## src/verilog/tpo_defines.vh

```
// Purpose: Constants for the three-phase PWM output stage
// Assumes: Included by bare name from the design file
// Notes:   Offsets are register indices; byte address is index times four
`ifndef TPO_DEFINES_VH
`define TPO_DEFINES_VH

// Register indices (byte address = index * 4)
`define TPO_IDX_SW_SHUTDOWN   16'h2061
`define TPO_IDX_SEGMENT       16'h2062
`define TPO_IDX_GATE_CHOP     16'h2063
`define TPO_IDX_MIN_PULSE     16'h2064
`define TPO_IDX_STATUS        16'h2065
`define TPO_IDX_MODE          16'h2066
`define TPO_IDX_LSB           2

// Output-segment register layout
`define TPO_SEG_W             9
`define TPO_SEG_XOVER_A       8
`define TPO_SEG_XOVER_B       7
`define TPO_SEG_XOVER_C       6
`define TPO_SEG_DIS_LSB       0
`define TPO_SEG_RESET         9'h000

// Gate-chop register layout
`define TPO_GATE_W            10
`define TPO_GATE_DIV_MSB      7
`define TPO_GATE_DIV_LSB      0
`define TPO_GATE_CHOP_HIGH    8
`define TPO_GATE_CHOP_LOW     9
`define TPO_GATE_RESET        10'h000

// Status word layout
`define TPO_STAT_TRIP_LEVEL   0
`define TPO_STAT_SHUTDOWN     1
`define TPO_STAT_HALF         3

// Mode register layout
`define TPO_MODE_DOUBLE       0

// Misc reset values
`define TPO_MIN_PULSE_RESET   16'h0000
`define TPO_DIV_RESET         8'h00
`define TPO_PHASE_RESET       2'h0

`endif

```

## src/verilog/tpo_output_stage.v

```verilog
// Purpose: Output stage of a three-phase center-based PWM controller
// Assumes: Timing unit on the same clock supplies raw signals and counts
// Notes:   Trip pin acts asynchronously on the output flops
//
// Added by the designer: the Avalon-MM slave port.
`timescale 1ns/10ps
`include "tpo_defines.vh"

// Summary of operation
// - Minimum on-time is register value clock periods
// - Short pulse off for half, complement fully on
// - Nine-bit read/write output-segment control register
// - Bits 8,7,6 enable crossover on A,B,C
// - Crossover swaps high and low signals on pins
// - Reset clears all crossover bits
// - Bits 0-5 force their output off
// - Disables gate the signal after crossover
// - Reset clears all six disable bits
// - Segment latched at sync edge, midpoint too in double mode
// - Gate bits 8,9 chop high, low sides
// - Chop period is four times divider plus one
// - Reset clears whole gate-chop register
// - Trip low kills outputs, sync, raises interrupt
// - Status bit 0 shows trip input level
// - Write to software trip register shuts down
// - Read reports software or pin, then clears
// - Restart needs trip high and a timing_restart pulse
// - Sync once per period, twice in double
module tpo_output_stage #(
    parameter CNT_W = 16
) (
    // Clock and reset
    input  wire             clk,
    input  wire             reset,
    // Avalon-MM slave
    input  wire [15:0]      address,
    input  wire             read,
    input  wire             write,
    input  wire [31:0]      writedata,
    output reg  [31:0]      readdata,
    output reg              waitrequest,
    // Timing unit
    input  wire             timing_sync_raw,
    input  wire             timing_second_half,
    input  wire             timing_restart,
    input  wire [5:0]       timing_raw,
    input  wire [CNT_W-1:0] period_count,
    input  wire [CNT_W-1:0] duty_phase_a,
    input  wire [CNT_W-1:0] duty_phase_b,
    input  wire [CNT_W-1:0] duty_phase_c,
    input  wire [CNT_W-1:0] dead_time_count,
    // Fault pin
    input  wire             fault_trip_input_n,
    // Gate drive outputs, bit order a_high,a_low,b_high,b_low,c_high,c_low
    output reg              phase_a_high,
    output reg              phase_a_low,
    output reg              phase_b_high,
    output reg              phase_b_low,
    output reg              phase_c_high,
    output reg              phase_c_low,
    // Sync and interrupts
    output reg              period_sync_pulse,
    output reg              trip_irq
);

    // Short-pulse test on a dead-time adjusted on-time
    function is_short;
        input [CNT_W-1:0] on_add;
        input [CNT_W-1:0] on_sub;
        input [CNT_W-1:0] min_on;
        reg   [CNT_W+1:0] diff;
        begin
            diff = {2'b00, on_add} - {2'b00, on_sub};
            // Negative on-time means zero on-time
            if (diff[CNT_W+1])
                is_short = (min_on != {CNT_W{1'b0}});
            else
                is_short = (diff < {2'b00, min_on});
        end
    endfunction

    // Register file
    reg  [`TPO_SEG_W-1:0]  seg_q;
    reg  [`TPO_SEG_W-1:0]  seg_act_q;
    reg  [`TPO_GATE_W-1:0] gate_q;
    reg  [CNT_W-1:0]       min_pulse_q;
    reg                    double_mode_q;
    reg                    sw_flag_q;
    reg                    shutdown_q;
    reg                    ack_q;

    // Trip synchroniser
    reg                    trip_meta_q;
    reg                    trip_lvl_q;

    // Sync edge and deletion state
    reg                    sync_prev_q;
    reg  [5:0]             del_q;
    reg  [5:0]             force_on_q;

    // Chop carrier
    reg  [7:0]             chop_cnt_q;
    reg  [1:0]             chop_phase_q;

    // Word index is two bits short of the byte address; pad on purpose
    wire [15:0] reg_idx   = {2'b00, address[15:`TPO_IDX_LSB]};
    wire        req       = read | write;
    wire        take      = req & ack_q;
    wire        do_write  = write & ack_q;
    wire        do_read   = read & ack_q;
    wire        sync_rise = timing_sync_raw & ~sync_prev_q;
    // Midpoint sync exists only in double update mode
    wire        sync_ok   = sync_rise & (double_mode_q | ~timing_second_half);
    wire        kill      = ~fault_trip_input_n | shutdown_q;
    wire        out_clr   = reset | kill;
    // Software trip register strobes, decoded once for every user
    wire        sw_trip_wr = do_write & (reg_idx == `TPO_IDX_SW_SHUTDOWN);
    wire        sw_trip_rd = do_read & (reg_idx == `TPO_IDX_SW_SHUTDOWN);

    // Bus handshake: one wait cycle, answer on the next edge
    always @(posedge clk or posedge reset) begin
        if (reset) begin
            ack_q       <= 1'b0;
            waitrequest <= 1'b1;
        end else begin
            ack_q       <= req & ~ack_q;
            waitrequest <= ~(req & ~ack_q);
        end
    end

    // Read mux, registered with the handshake
    always @(posedge clk or posedge reset) begin
        if (reset) begin
            readdata <= 32'h0000_0000;
        end else if (req & ~ack_q) begin
            case (reg_idx)
                `TPO_IDX_SW_SHUTDOWN:
                    readdata <= {31'h0000_0000, sw_flag_q};
                `TPO_IDX_SEGMENT:
                    readdata <= {23'h00_0000, seg_q};
                `TPO_IDX_GATE_CHOP:
                    readdata <= {22'h00_0000, gate_q};
                `TPO_IDX_MIN_PULSE:
                    readdata <= {{(32-CNT_W){1'b0}}, min_pulse_q};
                `TPO_IDX_STATUS: begin
                    readdata <= 32'h0000_0000;
                    readdata[`TPO_STAT_TRIP_LEVEL] <= trip_lvl_q;
                    readdata[`TPO_STAT_SHUTDOWN]   <= shutdown_q;
                    readdata[`TPO_STAT_HALF]       <= timing_second_half;
                end
                `TPO_IDX_MODE:
                    readdata <= {31'h0000_0000, double_mode_q};
                default:
                    readdata <= 32'h0000_0000;
            endcase
        end
    end

    // Software-written configuration
    always @(posedge clk or posedge reset) begin
        if (reset) begin
            seg_q         <= `TPO_SEG_RESET;
            gate_q        <= `TPO_GATE_RESET;
            min_pulse_q   <= `TPO_MIN_PULSE_RESET;
            double_mode_q <= 1'b0;
        end else if (do_write) begin
            case (reg_idx)
                `TPO_IDX_SEGMENT:
                    seg_q <= writedata[`TPO_SEG_W-1:0];
                // Not interlocked: software programs this before running
                `TPO_IDX_GATE_CHOP:
                    gate_q <= writedata[`TPO_GATE_W-1:0];
                `TPO_IDX_MIN_PULSE:
                    min_pulse_q <= writedata[CNT_W-1:0];
                `TPO_IDX_MODE:
                    double_mode_q <= writedata[`TPO_MODE_DOUBLE];
                default: ;
            endcase
        end
    end

    // Trip pin synchroniser for status and shutdown latch
    always @(posedge clk or posedge reset) begin
        if (reset) begin
            trip_meta_q <= 1'b1;
            trip_lvl_q  <= 1'b1;
        end else begin
            trip_meta_q <= fault_trip_input_n;
            trip_lvl_q  <= trip_meta_q;
        end
    end

    // Shutdown source flag and shutdown state
    always @(posedge clk or posedge reset) begin
        if (reset) begin
            sw_flag_q  <= 1'b0;
            shutdown_q <= 1'b0;
            trip_irq   <= 1'b0;
        end else begin
            // Set wins over the clearing read
            if (sw_trip_wr)
                sw_flag_q <= 1'b1;
            else if (sw_trip_rd)
                sw_flag_q <= 1'b0;
            if (sw_trip_wr)
                shutdown_q <= 1'b1;
            else if (~trip_lvl_q)
                shutdown_q <= 1'b1;
            else if (timing_restart)
                shutdown_q <= 1'b0;
            // One pulse when a shutdown begins
            trip_irq <= ~shutdown_q & (~trip_lvl_q | sw_trip_wr);
        end
    end

    // Sync output and active segment copy
    always @(posedge clk or posedge reset) begin
        if (reset) begin
            sync_prev_q       <= 1'b0;
            period_sync_pulse <= 1'b0;
            seg_act_q         <= `TPO_SEG_RESET;
        end else begin
            sync_prev_q       <= timing_sync_raw;
            // Width follows the raw pulse; suppressed while tripped
            period_sync_pulse <= timing_sync_raw & ~kill &
                                 (double_mode_q | ~timing_second_half);
            if (sync_ok)
                seg_act_q <= seg_q;
        end
    end

    // Minimum-pulse check, decided once per half period
    always @(posedge clk or posedge reset) begin
        if (reset) begin
            del_q      <= 6'h00;
            force_on_q <= 6'h00;
        end else if (sync_rise) begin : chk
            reg [2:0] hs;
            reg [2:0] ls;
            integer   p;
            hs[0] = is_short(duty_phase_a, dead_time_count, min_pulse_q);
            hs[1] = is_short(duty_phase_b, dead_time_count, min_pulse_q);
            hs[2] = is_short(duty_phase_c, dead_time_count, min_pulse_q);
            ls[0] = is_short(period_count - duty_phase_a, dead_time_count,
                             min_pulse_q);
            ls[1] = is_short(period_count - duty_phase_b, dead_time_count,
                             min_pulse_q);
            ls[2] = is_short(period_count - duty_phase_c, dead_time_count,
                             min_pulse_q);
            for (p = 0; p < 3; p = p + 1) begin
                // High-side deletion takes priority if both are short
                del_q[2*p]        <= hs[p];
                force_on_q[2*p+1] <= hs[p];
                del_q[2*p+1]      <= ls[p] & ~hs[p];
                force_on_q[2*p]   <= ls[p] & ~hs[p];
            end
        end
    end

    // Chop carrier: quarter counter of divider+1 clocks, four quarters
    always @(posedge clk or posedge reset) begin
        if (reset) begin
            chop_cnt_q   <= `TPO_DIV_RESET;
            chop_phase_q <= `TPO_PHASE_RESET;
        end else if (chop_cnt_q >= gate_q[`TPO_GATE_DIV_MSB:`TPO_GATE_DIV_LSB]) begin
            chop_cnt_q   <= `TPO_DIV_RESET;
            chop_phase_q <= chop_phase_q + 2'h1;
        end else begin
            chop_cnt_q   <= chop_cnt_q + 8'h01;
        end
    end

    wire carrier = chop_phase_q[1];

    // Deletion, crossover, disable and chop per output
    wire [5:0] shaped;
    wire [5:0] routed;
    wire [5:0] gated;
    wire [2:0] xover = {seg_act_q[`TPO_SEG_XOVER_C],
                        seg_act_q[`TPO_SEG_XOVER_B],
                        seg_act_q[`TPO_SEG_XOVER_A]};

    genvar g;
    generate
        for (g = 0; g < 3; g = g + 1) begin : g_pair
            assign shaped[2*g]   = (timing_raw[2*g] & ~del_q[2*g]) |
                                   force_on_q[2*g];
            assign shaped[2*g+1] = (timing_raw[2*g+1] & ~del_q[2*g+1]) |
                                   force_on_q[2*g+1];
            assign routed[2*g]   = xover[g] ? shaped[2*g+1]
                                            : shaped[2*g];
            assign routed[2*g+1] = xover[g] ? shaped[2*g]
                                            : shaped[2*g+1];
        end
    endgenerate

    // Disable bits 0..5 map c_low,c_high,b_low,b_high,a_low,a_high
    generate
        for (g = 0; g < 6; g = g + 1) begin : g_out
            wire dis  = seg_act_q[`TPO_SEG_DIS_LSB + 5 - g];
            wire high = (g % 2) == 0;
            wire chop = high ? gate_q[`TPO_GATE_CHOP_HIGH]
                             : gate_q[`TPO_GATE_CHOP_LOW];
            assign gated[g] = routed[g] & ~dis &
                              (~chop | carrier);
        end
    endgenerate

    // Output flops cleared at once by the trip pin, no clock needed
    always @(posedge clk or posedge out_clr) begin
        if (out_clr) begin
            phase_a_high <= 1'b0;
            phase_a_low  <= 1'b0;
            phase_b_high <= 1'b0;
            phase_b_low  <= 1'b0;
            phase_c_high <= 1'b0;
            phase_c_low  <= 1'b0;
        end else begin
            phase_a_high <= gated[0];
            phase_a_low  <= gated[1];
            phase_b_high <= gated[2];
            phase_b_low  <= gated[3];
            phase_c_high <= gated[4];
            phase_c_low  <= gated[5];
        end
    end

endmodule // tpo_output_stage
```

## config.mk

```make
export PLATFORM = sky130hd
export DESIGN_NAME = tpo_output_stage
export DESIGN_NICKNAME = d
export VERILOG_FILES = /design/src/verilog/tpo_output_stage.v
export VERILOG_INCLUDE_DIRS = /design/src /design/src/verilog
export SDC_FILE = /design/constraint.sdc
export NUM_CORES = 1
export LEC_CHECK = 0
export BUFFER_PORTS_ARGS = -buffer_cell sky130_fd_sc_hd__clkbuf_2
export CAP_MARGIN = 20
export CORE_ASPECT_RATIO = 1.25
export CORE_MARGIN = 2
export CORE_UTILIZATION = 55
export CTS_CLUSTER_DIAMETER = 50
export CTS_CLUSTER_SIZE = 8
export DETAILED_ROUTE_END_ITERATION = 8
export MAX_ROUTING_LAYER = met4
export PLACE_DENSITY = 0.8
export SETUP_SLACK_MARGIN = 0.4
export SYNTH_ARGS = -nofsm -noshare
export SYNTH_HDL_FRONTEND = slang
export SYNTH_SLANG_ARGS = --single-unit
export TNS_END_PERCENT = 50
```

## constraint.sdc

```tcl
create_clock -name clk -period 3.4 [get_ports clk]
set_clock_uncertainty 0.05 [all_clocks]
set_input_delay 0.34 -clock clk [delete_from_list [all_inputs] [get_ports clk]]
set_output_delay 0.34 -clock clk [all_outputs]
set_load 0.02 [all_outputs]
```

Word level (Yosys, flattened, before mapping)
Cells that the tools add are included.
{"block": "classes", "add_sub_neg": 11, "order_cmp": 7, "eq_ne": 7, "n_mux": 25, "n_bitwise": 69, "reduce_logical": 6}
{"cell": "18-bit by 16-bit less-than comparator with 1-bit output", "count": 6}
{"cell": "16-bit by 16-bit subtractor with 17-bit output", "count": 6}
{"cell": "16-bit one-hot mux with 6 select lines", "count": 1}
{"cell": "14-bit == test (second input constant)", "count": 6}
{"cell": "16-bit subtractor", "count": 3}
{"cell": "1-bit bitwise AND", "count": 31}
{"cell": "1-bit inverter", "count": 25}
{"cell": "1-bit two-way mux", "count": 23}
{"cell": "16-bit nonzero test", "count": 1}
{"cell": "1-bit bitwise OR", "count": 13}
{"cell": "8-bit by 1-bit adder with 8-bit output (second input constant)", "count": 1}
{"cell": "8-bit >= comparator", "count": 1}
{"cell": "8-bit two-way mux", "count": 1}
{"cell": "2-bit AND reduction", "count": 4}
{"cell": "3-bit by 2-bit != test with 1-bit output (second input constant)", "count": 1}
{"cell": "2-bit by 1-bit adder with 2-bit output (second input constant)", "count": 1}
{"cell": "2-bit nonzero test", "count": 1}
{"block": "totals", "ff_bits": 114, "input_bits": 142, "word_cells": 150}

Depth between registers and ports, before layout
{"block": "depth", "depth_word": 6, "ltp_mapped": 26, "mapped_depth_nobuf": 26}

Worst setup path after synthesis
OpenSTA, ideal clock, no wires.
{"block": "synth_path", "path_type": "input to register", "start": "input period_count[0]", "end": "register del_q[3]", "t_arrival_ps": 4310, "required_time_ps": 3270, "path_slack_ps": -1040, "stages": 23, "n_path_buf": 0, "cell_sequence": "inv_1 -> ha_1 -> fa_1 -> nor2b_1 -> o21a_1 -> nor2_1 -> o21bai_1 -> a31o_2 -> a41oi_1 -> nor2b_1 -> xnor2_1 -> ha_1 -> or3_1 -> o31ai_1 -> xnor2_1 -> ha_1 -> a21o_1 -> a21o_1 -> a21oi_1 -> o21ai_0 -> a41oi_1 -> mux2i_1 -> o22ai_2"}
{"block": "synth_between", "elab_chain_len": 6}
{"item": "from (decl)", "line_no": "tpo_output_stage.v:47", "text": "input wire [CNT_W-1:0] period_count,"}
{"item": "16-bit subtractor *", "line_no": "tpo_output_stage.v:246", "text": "ls[1] = is_short(period_count - duty_phase_b, dead_time_count,"}
{"item": "16-bit by 16-bit subtractor with 17-bit output *", "line_no": "tpo_output_stage.v:73", "text": "diff = {2'b00, on_add} - {2'b00, on_sub};"}
{"item": "18-bit by 16-bit less-than comparator with 1-bit output", "line_no": "tpo_output_stage.v:78", "text": "is_short = (diff < {2'b00, min_on});"}
{"item": "1-bit two-way mux *", "line_no": "tpo_output_stage.v:75", "text": "if (diff[CNT_W+1])"}
{"item": "1-bit two-way mux *", "line_no": "tpo_output_stage.v:237", "text": "end else if (sync_rise) begin : chk"}
{"item": "1-bit bitwise AND *", "line_no": "tpo_output_stage.v:254", "text": "del_q[2*p+1] <= ls[p] & ~hs[p];"}
{"item": "to (signal, indexed assignment)", "line_no": "tpo_output_stage.v:252", "text": "del_q[2*p] <= hs[p];"}
{"item": "to (signal, indexed assignment)", "line_no": "tpo_output_stage.v:254"}
{"item": "to (decl)", "line_no": "tpo_output_stage.v:98", "text": "reg [5:0] del_q;"}
Every way passes the cells marked *; elsewhere a longest branch is shown, timed or not. The select of a mux whose other input is x is not followed.
A chain may end at the register's enable or synchronous reset.

Final worst setup path
Ends and elaborated chain as after synthesis.

==> summary.md <==
| Metric | Value |
|---|---|
| Number of vias after detailed routing | 13647 |
| TritonRoute pass-1 iters | 5 |
| Kind of end point of the critical path | register |
| Switching share of power | 38.7% |
| Buffers from clock root to sink, at most | 2 |
| WHS Endpoint | trip_meta_q |
| Port buffer count | 148 |
| Total length of routed wires | 41.4 mm |
| Skew-Pair Late Insertion Delay | 340 ps |
| Wire length of the first global-routing pass | 65.8 mm |
| Highest net fanout along the worst path | 4 |
| Logic depth of the worst register-to-register path | 10 |
| Peak clock frequency supported by timing | 0.233 GHz |
| Max stage delay on crit path | 350 ps |
| Via/cell ratio | 6.02 |
| Unrepaired setup endpoints after global routing | yes |
| Type of the setup path with the least slack | primary input to register |
| Relative contribution of combinational cells to total power | 62.4% |
| Leading cell type in the layout, fill and taps excluded | sky130_fd_sc_hd__buf_4 |
| Slew at the pin closest to its max-slew limit | 795 ps |
| Area of the die | 24000 um2 |
| Setup violation total in the final timing report | 6 |
| Area of combinational cells with multiple inputs | 9910 um2 |
| Worst VDD drop | 397 uV |
| Synth-to-layout area growth | 33.2% |
| Initial antenna violation count | 0 |
| Count of distinct cell types in the synthesized netlist | 74 |
| Portion of total power attributed to sequential cells | 19.7% |
| Largest family of logic cells by synthesized area | adder cells |
| Ratio of total power to cell area | 342 nW/um2 |
| Post-Route Utilization | 74.8% |
| Adder-cell share of the synthesized area | 25.4% |
| Max-Slew Margin vs Limit | 46.9% |
| Final-report hold violation count | 0 |
| Fraction of synthesized cell area taken by the top area cell type | 24.0% |
| Dpl cell area | 16000 um2 |
| Pins Over Slew Limit | 0 |
| Number of placed I/O pins | 183 |
| Fraction of layout cells with a size suffix above 1 | 30.8% |
| Area share of xor/xnor cells in the synthesized design | 8.40% |
| Number of rows created at floorplan | 61 |
| Worst Hold Class | primary input to register |
| # DRC | 0 |
| Crit Reg-Reg Startpoint | min_pulse_q[1] |
| Violations in the final reports | negative setup slack |
| Initial detailed-routing violation count | 790 |
| Max-cap violation count | 0 |
| Total gr overflow | 0 |
| Required time of the critical path | 3570 ps |
| Initial Utilization | 56.2% |
| Startpoint kind of the worst setup timing path | primary input |
| Minimum clock period after layout | 4290 ps |
| Top cells by area in the synthesized netlist | sky130_fd_sc_hd__ha_1 24%, sky130_fd_sc_hd__dfrtp_1 18%, sky130_fd_sc_hd__xnor2_1 6.4%, sky130_fd_sc_hd__inv_1 4.1%, sky130_fd_sc_hd__a21oi_1 3.8% |
| Cell chain of the critical path | clkbuf_16, inv_12, ha_4, fa_2, nor2b_2, o21a_1, nor2_2, o21bai_2, a31o_4, a41oi_2, nor2b_4, xnor2_2, ha_2, or3_4, o31ai_4, buf_4, mux2i_1, nand3_1, ha_4, nand4_1, o21ai_1, a41oi_2, mux2i_1, o22ai_2 |
| Post-route clock period utilization | 126% |
| TritonCTS Sinks | 92 |
| Std-Cell Core Area | 22300 um2 |
| Crit path setup slack, layout | -885 ps |
| HP Start | fault_trip_input_n |
| Number of buffer and inverter stages on the critical path | 3 |
| Critical register-to-register path endpoint | del_q[0] |
| Proportion of power drawn by the clock network | 17.9% |
| Netlist area before placement | 12500 um2 |
| Portion of netlist area occupied by mux cells | 3.93% |
| Final std cell area, no fill | 16700 um2 |
| Net load switching power | 0.00221 W |
| Largest net degree at the start of global routing | 33 |
| Clock tree from TritonCTS | done |
| Peak-usage layer in the global routing report | met2 |
| FF/Latch Area | 2310 um2 |
| Number of global-route vias before repair | 13999 |
| Cell count of the worst hold path | 1 |
| Antenna Diode Count | 0 |
| Post-synthesis sequential area ratio | 18.4% |
| H-tree Lvls | 3 |
| Area leader, netlist | sky130_fd_sc_hd__ha_1 |
| Commonest cells after routing, fill and taps aside | 330 x sky130_fd_sc_hd__buf_4, 233 x sky130_fd_sc_hd__ha_1, 146 x sky130_fd_sc_hd__clkbuf_2, 133 x sky130_fd_sc_hd__inv_1, 113 x sky130_fd_sc_hd__nand2_1 |
| Inserted Clock Buffers | 9 |
| Drt wl/cell | 18.3 um |
| Number of instances in the synthesized netlist | 1503 |
| FF+latch count, synth | 92 |
| Share of the synthesized area in compound gates (AO/OA/AOI/OAI) | 20.7% |
| Commonest register cell after synthesis | sky130_fd_sc_hd__dfrtp_1 |
| Family with the most delay on the worst path | compound AO/OA/AOI/OAI gates |
| M1 GR Usage | 37.3% |
| Leakage power of the design | 8.81 nW |
| Critical path data arrival time | 4460 ps |
| Total number of nets in the final design | 2371 |
| Average size of a mapped cell | 8.33 um2 |
| Proportion of synthesized flip-flops having asynchronous set or reset | 100% |
| Worst R2R Setup Slack | 410 ps |
| Die outline width | 139 um |
| Root buffer cell | sky130_fd_sc_hd__clkbuf_16 |
| Fill cell instance count of the final layout | 1592 |
| Outcome | finished, violations left |
| Highest-delay cell along the critical path | sky130_fd_sc_hd__fa_2 |
| Internal Power | 0.00350 W |
| Number of enable-type register cells in the synthesized netlist | 0 |
| ANT nets after route | 0 |
| Die boundary height | 173 um |
| Post-Synth Simple-Gate Area | 17.6% |
| Final Wtd Congestion | 0.979 |
| HPWL after detailed placement | 34.0 mm |
| Global routing usage summed across all routing layers | 34.6% |
| Count of synthesis-stage warnings from yosys | 0 |
| Global-route track usage on met3 | 3.27% |
| Register clock-pin slew on the reported worst setup and hold paths | 70 ps |
| Grt met2 use | 61.9% |
| Worst slack after detailed placement | -1330 ps |
[per-layer routing]
metal	vias to the layer above	part of all wire, %
li1	6391	-
met1	6455	37
met2	579	51
met3	222	5.5
met4	0	6.8
met5	-	0
[sequential cells by signal, summed over array words and instances (netlist names), 2 cells and up]
name / count
readdata: 16
del_q: 5
gate_q: 10
chop_phase_q: 2
seg_q: 9
min_pulse_q: 16
chop_cnt_q: 8
seg_act_q: 9
[cells in the mapped netlist (33+ instances only)]
cell and number:
sky130_fd_sc_hd__a21o_1 43, sky130_fd_sc_hd__a21oi_1 96, sky130_fd_sc_hd__dfrtp_1 89, sky130_fd_sc_hd__ha_1 240, sky130_fd_sc_hd__inv_1 136, sky130_fd_sc_hd__mux2_2 33, sky130_fd_sc_hd__nand2_1 113, sky130_fd_sc_hd__nand3_1 45
sky130_fd_sc_hd__nor2_1 98, sky130_fd_sc_hd__nor2b_1 34, sky130_fd_sc_hd__nor3_1 36, sky130_fd_sc_hd__o21ai_0 82, sky130_fd_sc_hd__xnor2_1 92
[power groups by stage]
stage          logic (W)  registers, W  clock network (W)
5_1_grt          0.00389       0.00113            0.00107
3_5_place_dp     0.00332       0.00115                  0
6_report         0.00356       0.00113            0.00102
4_1_cts          0.00344       0.00113            0.00102
3_3_place_gp     0.00321       0.00115                  0
2_1_floorplan    0.00207       0.00114                  0
[worst max path at each step]
stage,from,end,slack [ps],cells past startpoint
2_1_floorplan,period_count[0],del_q[3],-730,23
3_3_place_gp,period_count[0],del_q[1],-1190,23
3_5_place_dp,period_count[0],del_q[1],-1330,22
4_1_cts,period_count[0],del_q[3],-780,24
5_1_grt,period_count[1],del_q[3],-1240,24
6_report,period_count[0],del_q[3],-890,24
[through the flow]
stage / total power (W) / std cells / hold slack (ps) / setup TNS, ps
after global routing: 0.00609 / 2268 / 78.3 / -5130
after global placement: 0.00435 / 2236 / 296 / -5840
after CTS: 0.00558 / 2264 / 72.7 / -3520
after floorplan: 0.00321 / 1518 / 294 / -2630
after detailed placement: 0.00447 / 2236 / 305 / -6590
final: 0.00571 / 2268 / 75.5 / -3850
[cell type report]
| cell class | count | area share (%) |
|---|---|---|
| multi-input combinational | 1259 | 59.4 |
| timing repair buffer | 481 | 19.7 |
| sequential | 92 | 13.8 |
| inverter | 137 | 3.17 |
| tap | 283 | 2.12 |
| clock buffer | 11 | 1.46 |
| clock inverter | 5 | 0.360 |
[logic make-up (layout without fill, tap and decap cells)]
group,Yosys count,in the layout
AO/OA/AOI/OAI,388,388
XOR/XNOR,120,120
adder cells (fa/ha/maj),249,249
buffers and inverters,167,634
flip-flops,92,92
multiplexers,45,45
other,1,16
AND/OR/NAND/NOR,441,441
[timing repair]
action,CTS,global route
cloned,0,0
gates resized for setup,48,21
setup buffers,11,4
hold endpoints to repair,27,0
setup endpoints to repair,6,6
hold buffers,1,0
pin swaps,65,35
Power figures use the tool's default switching activity.
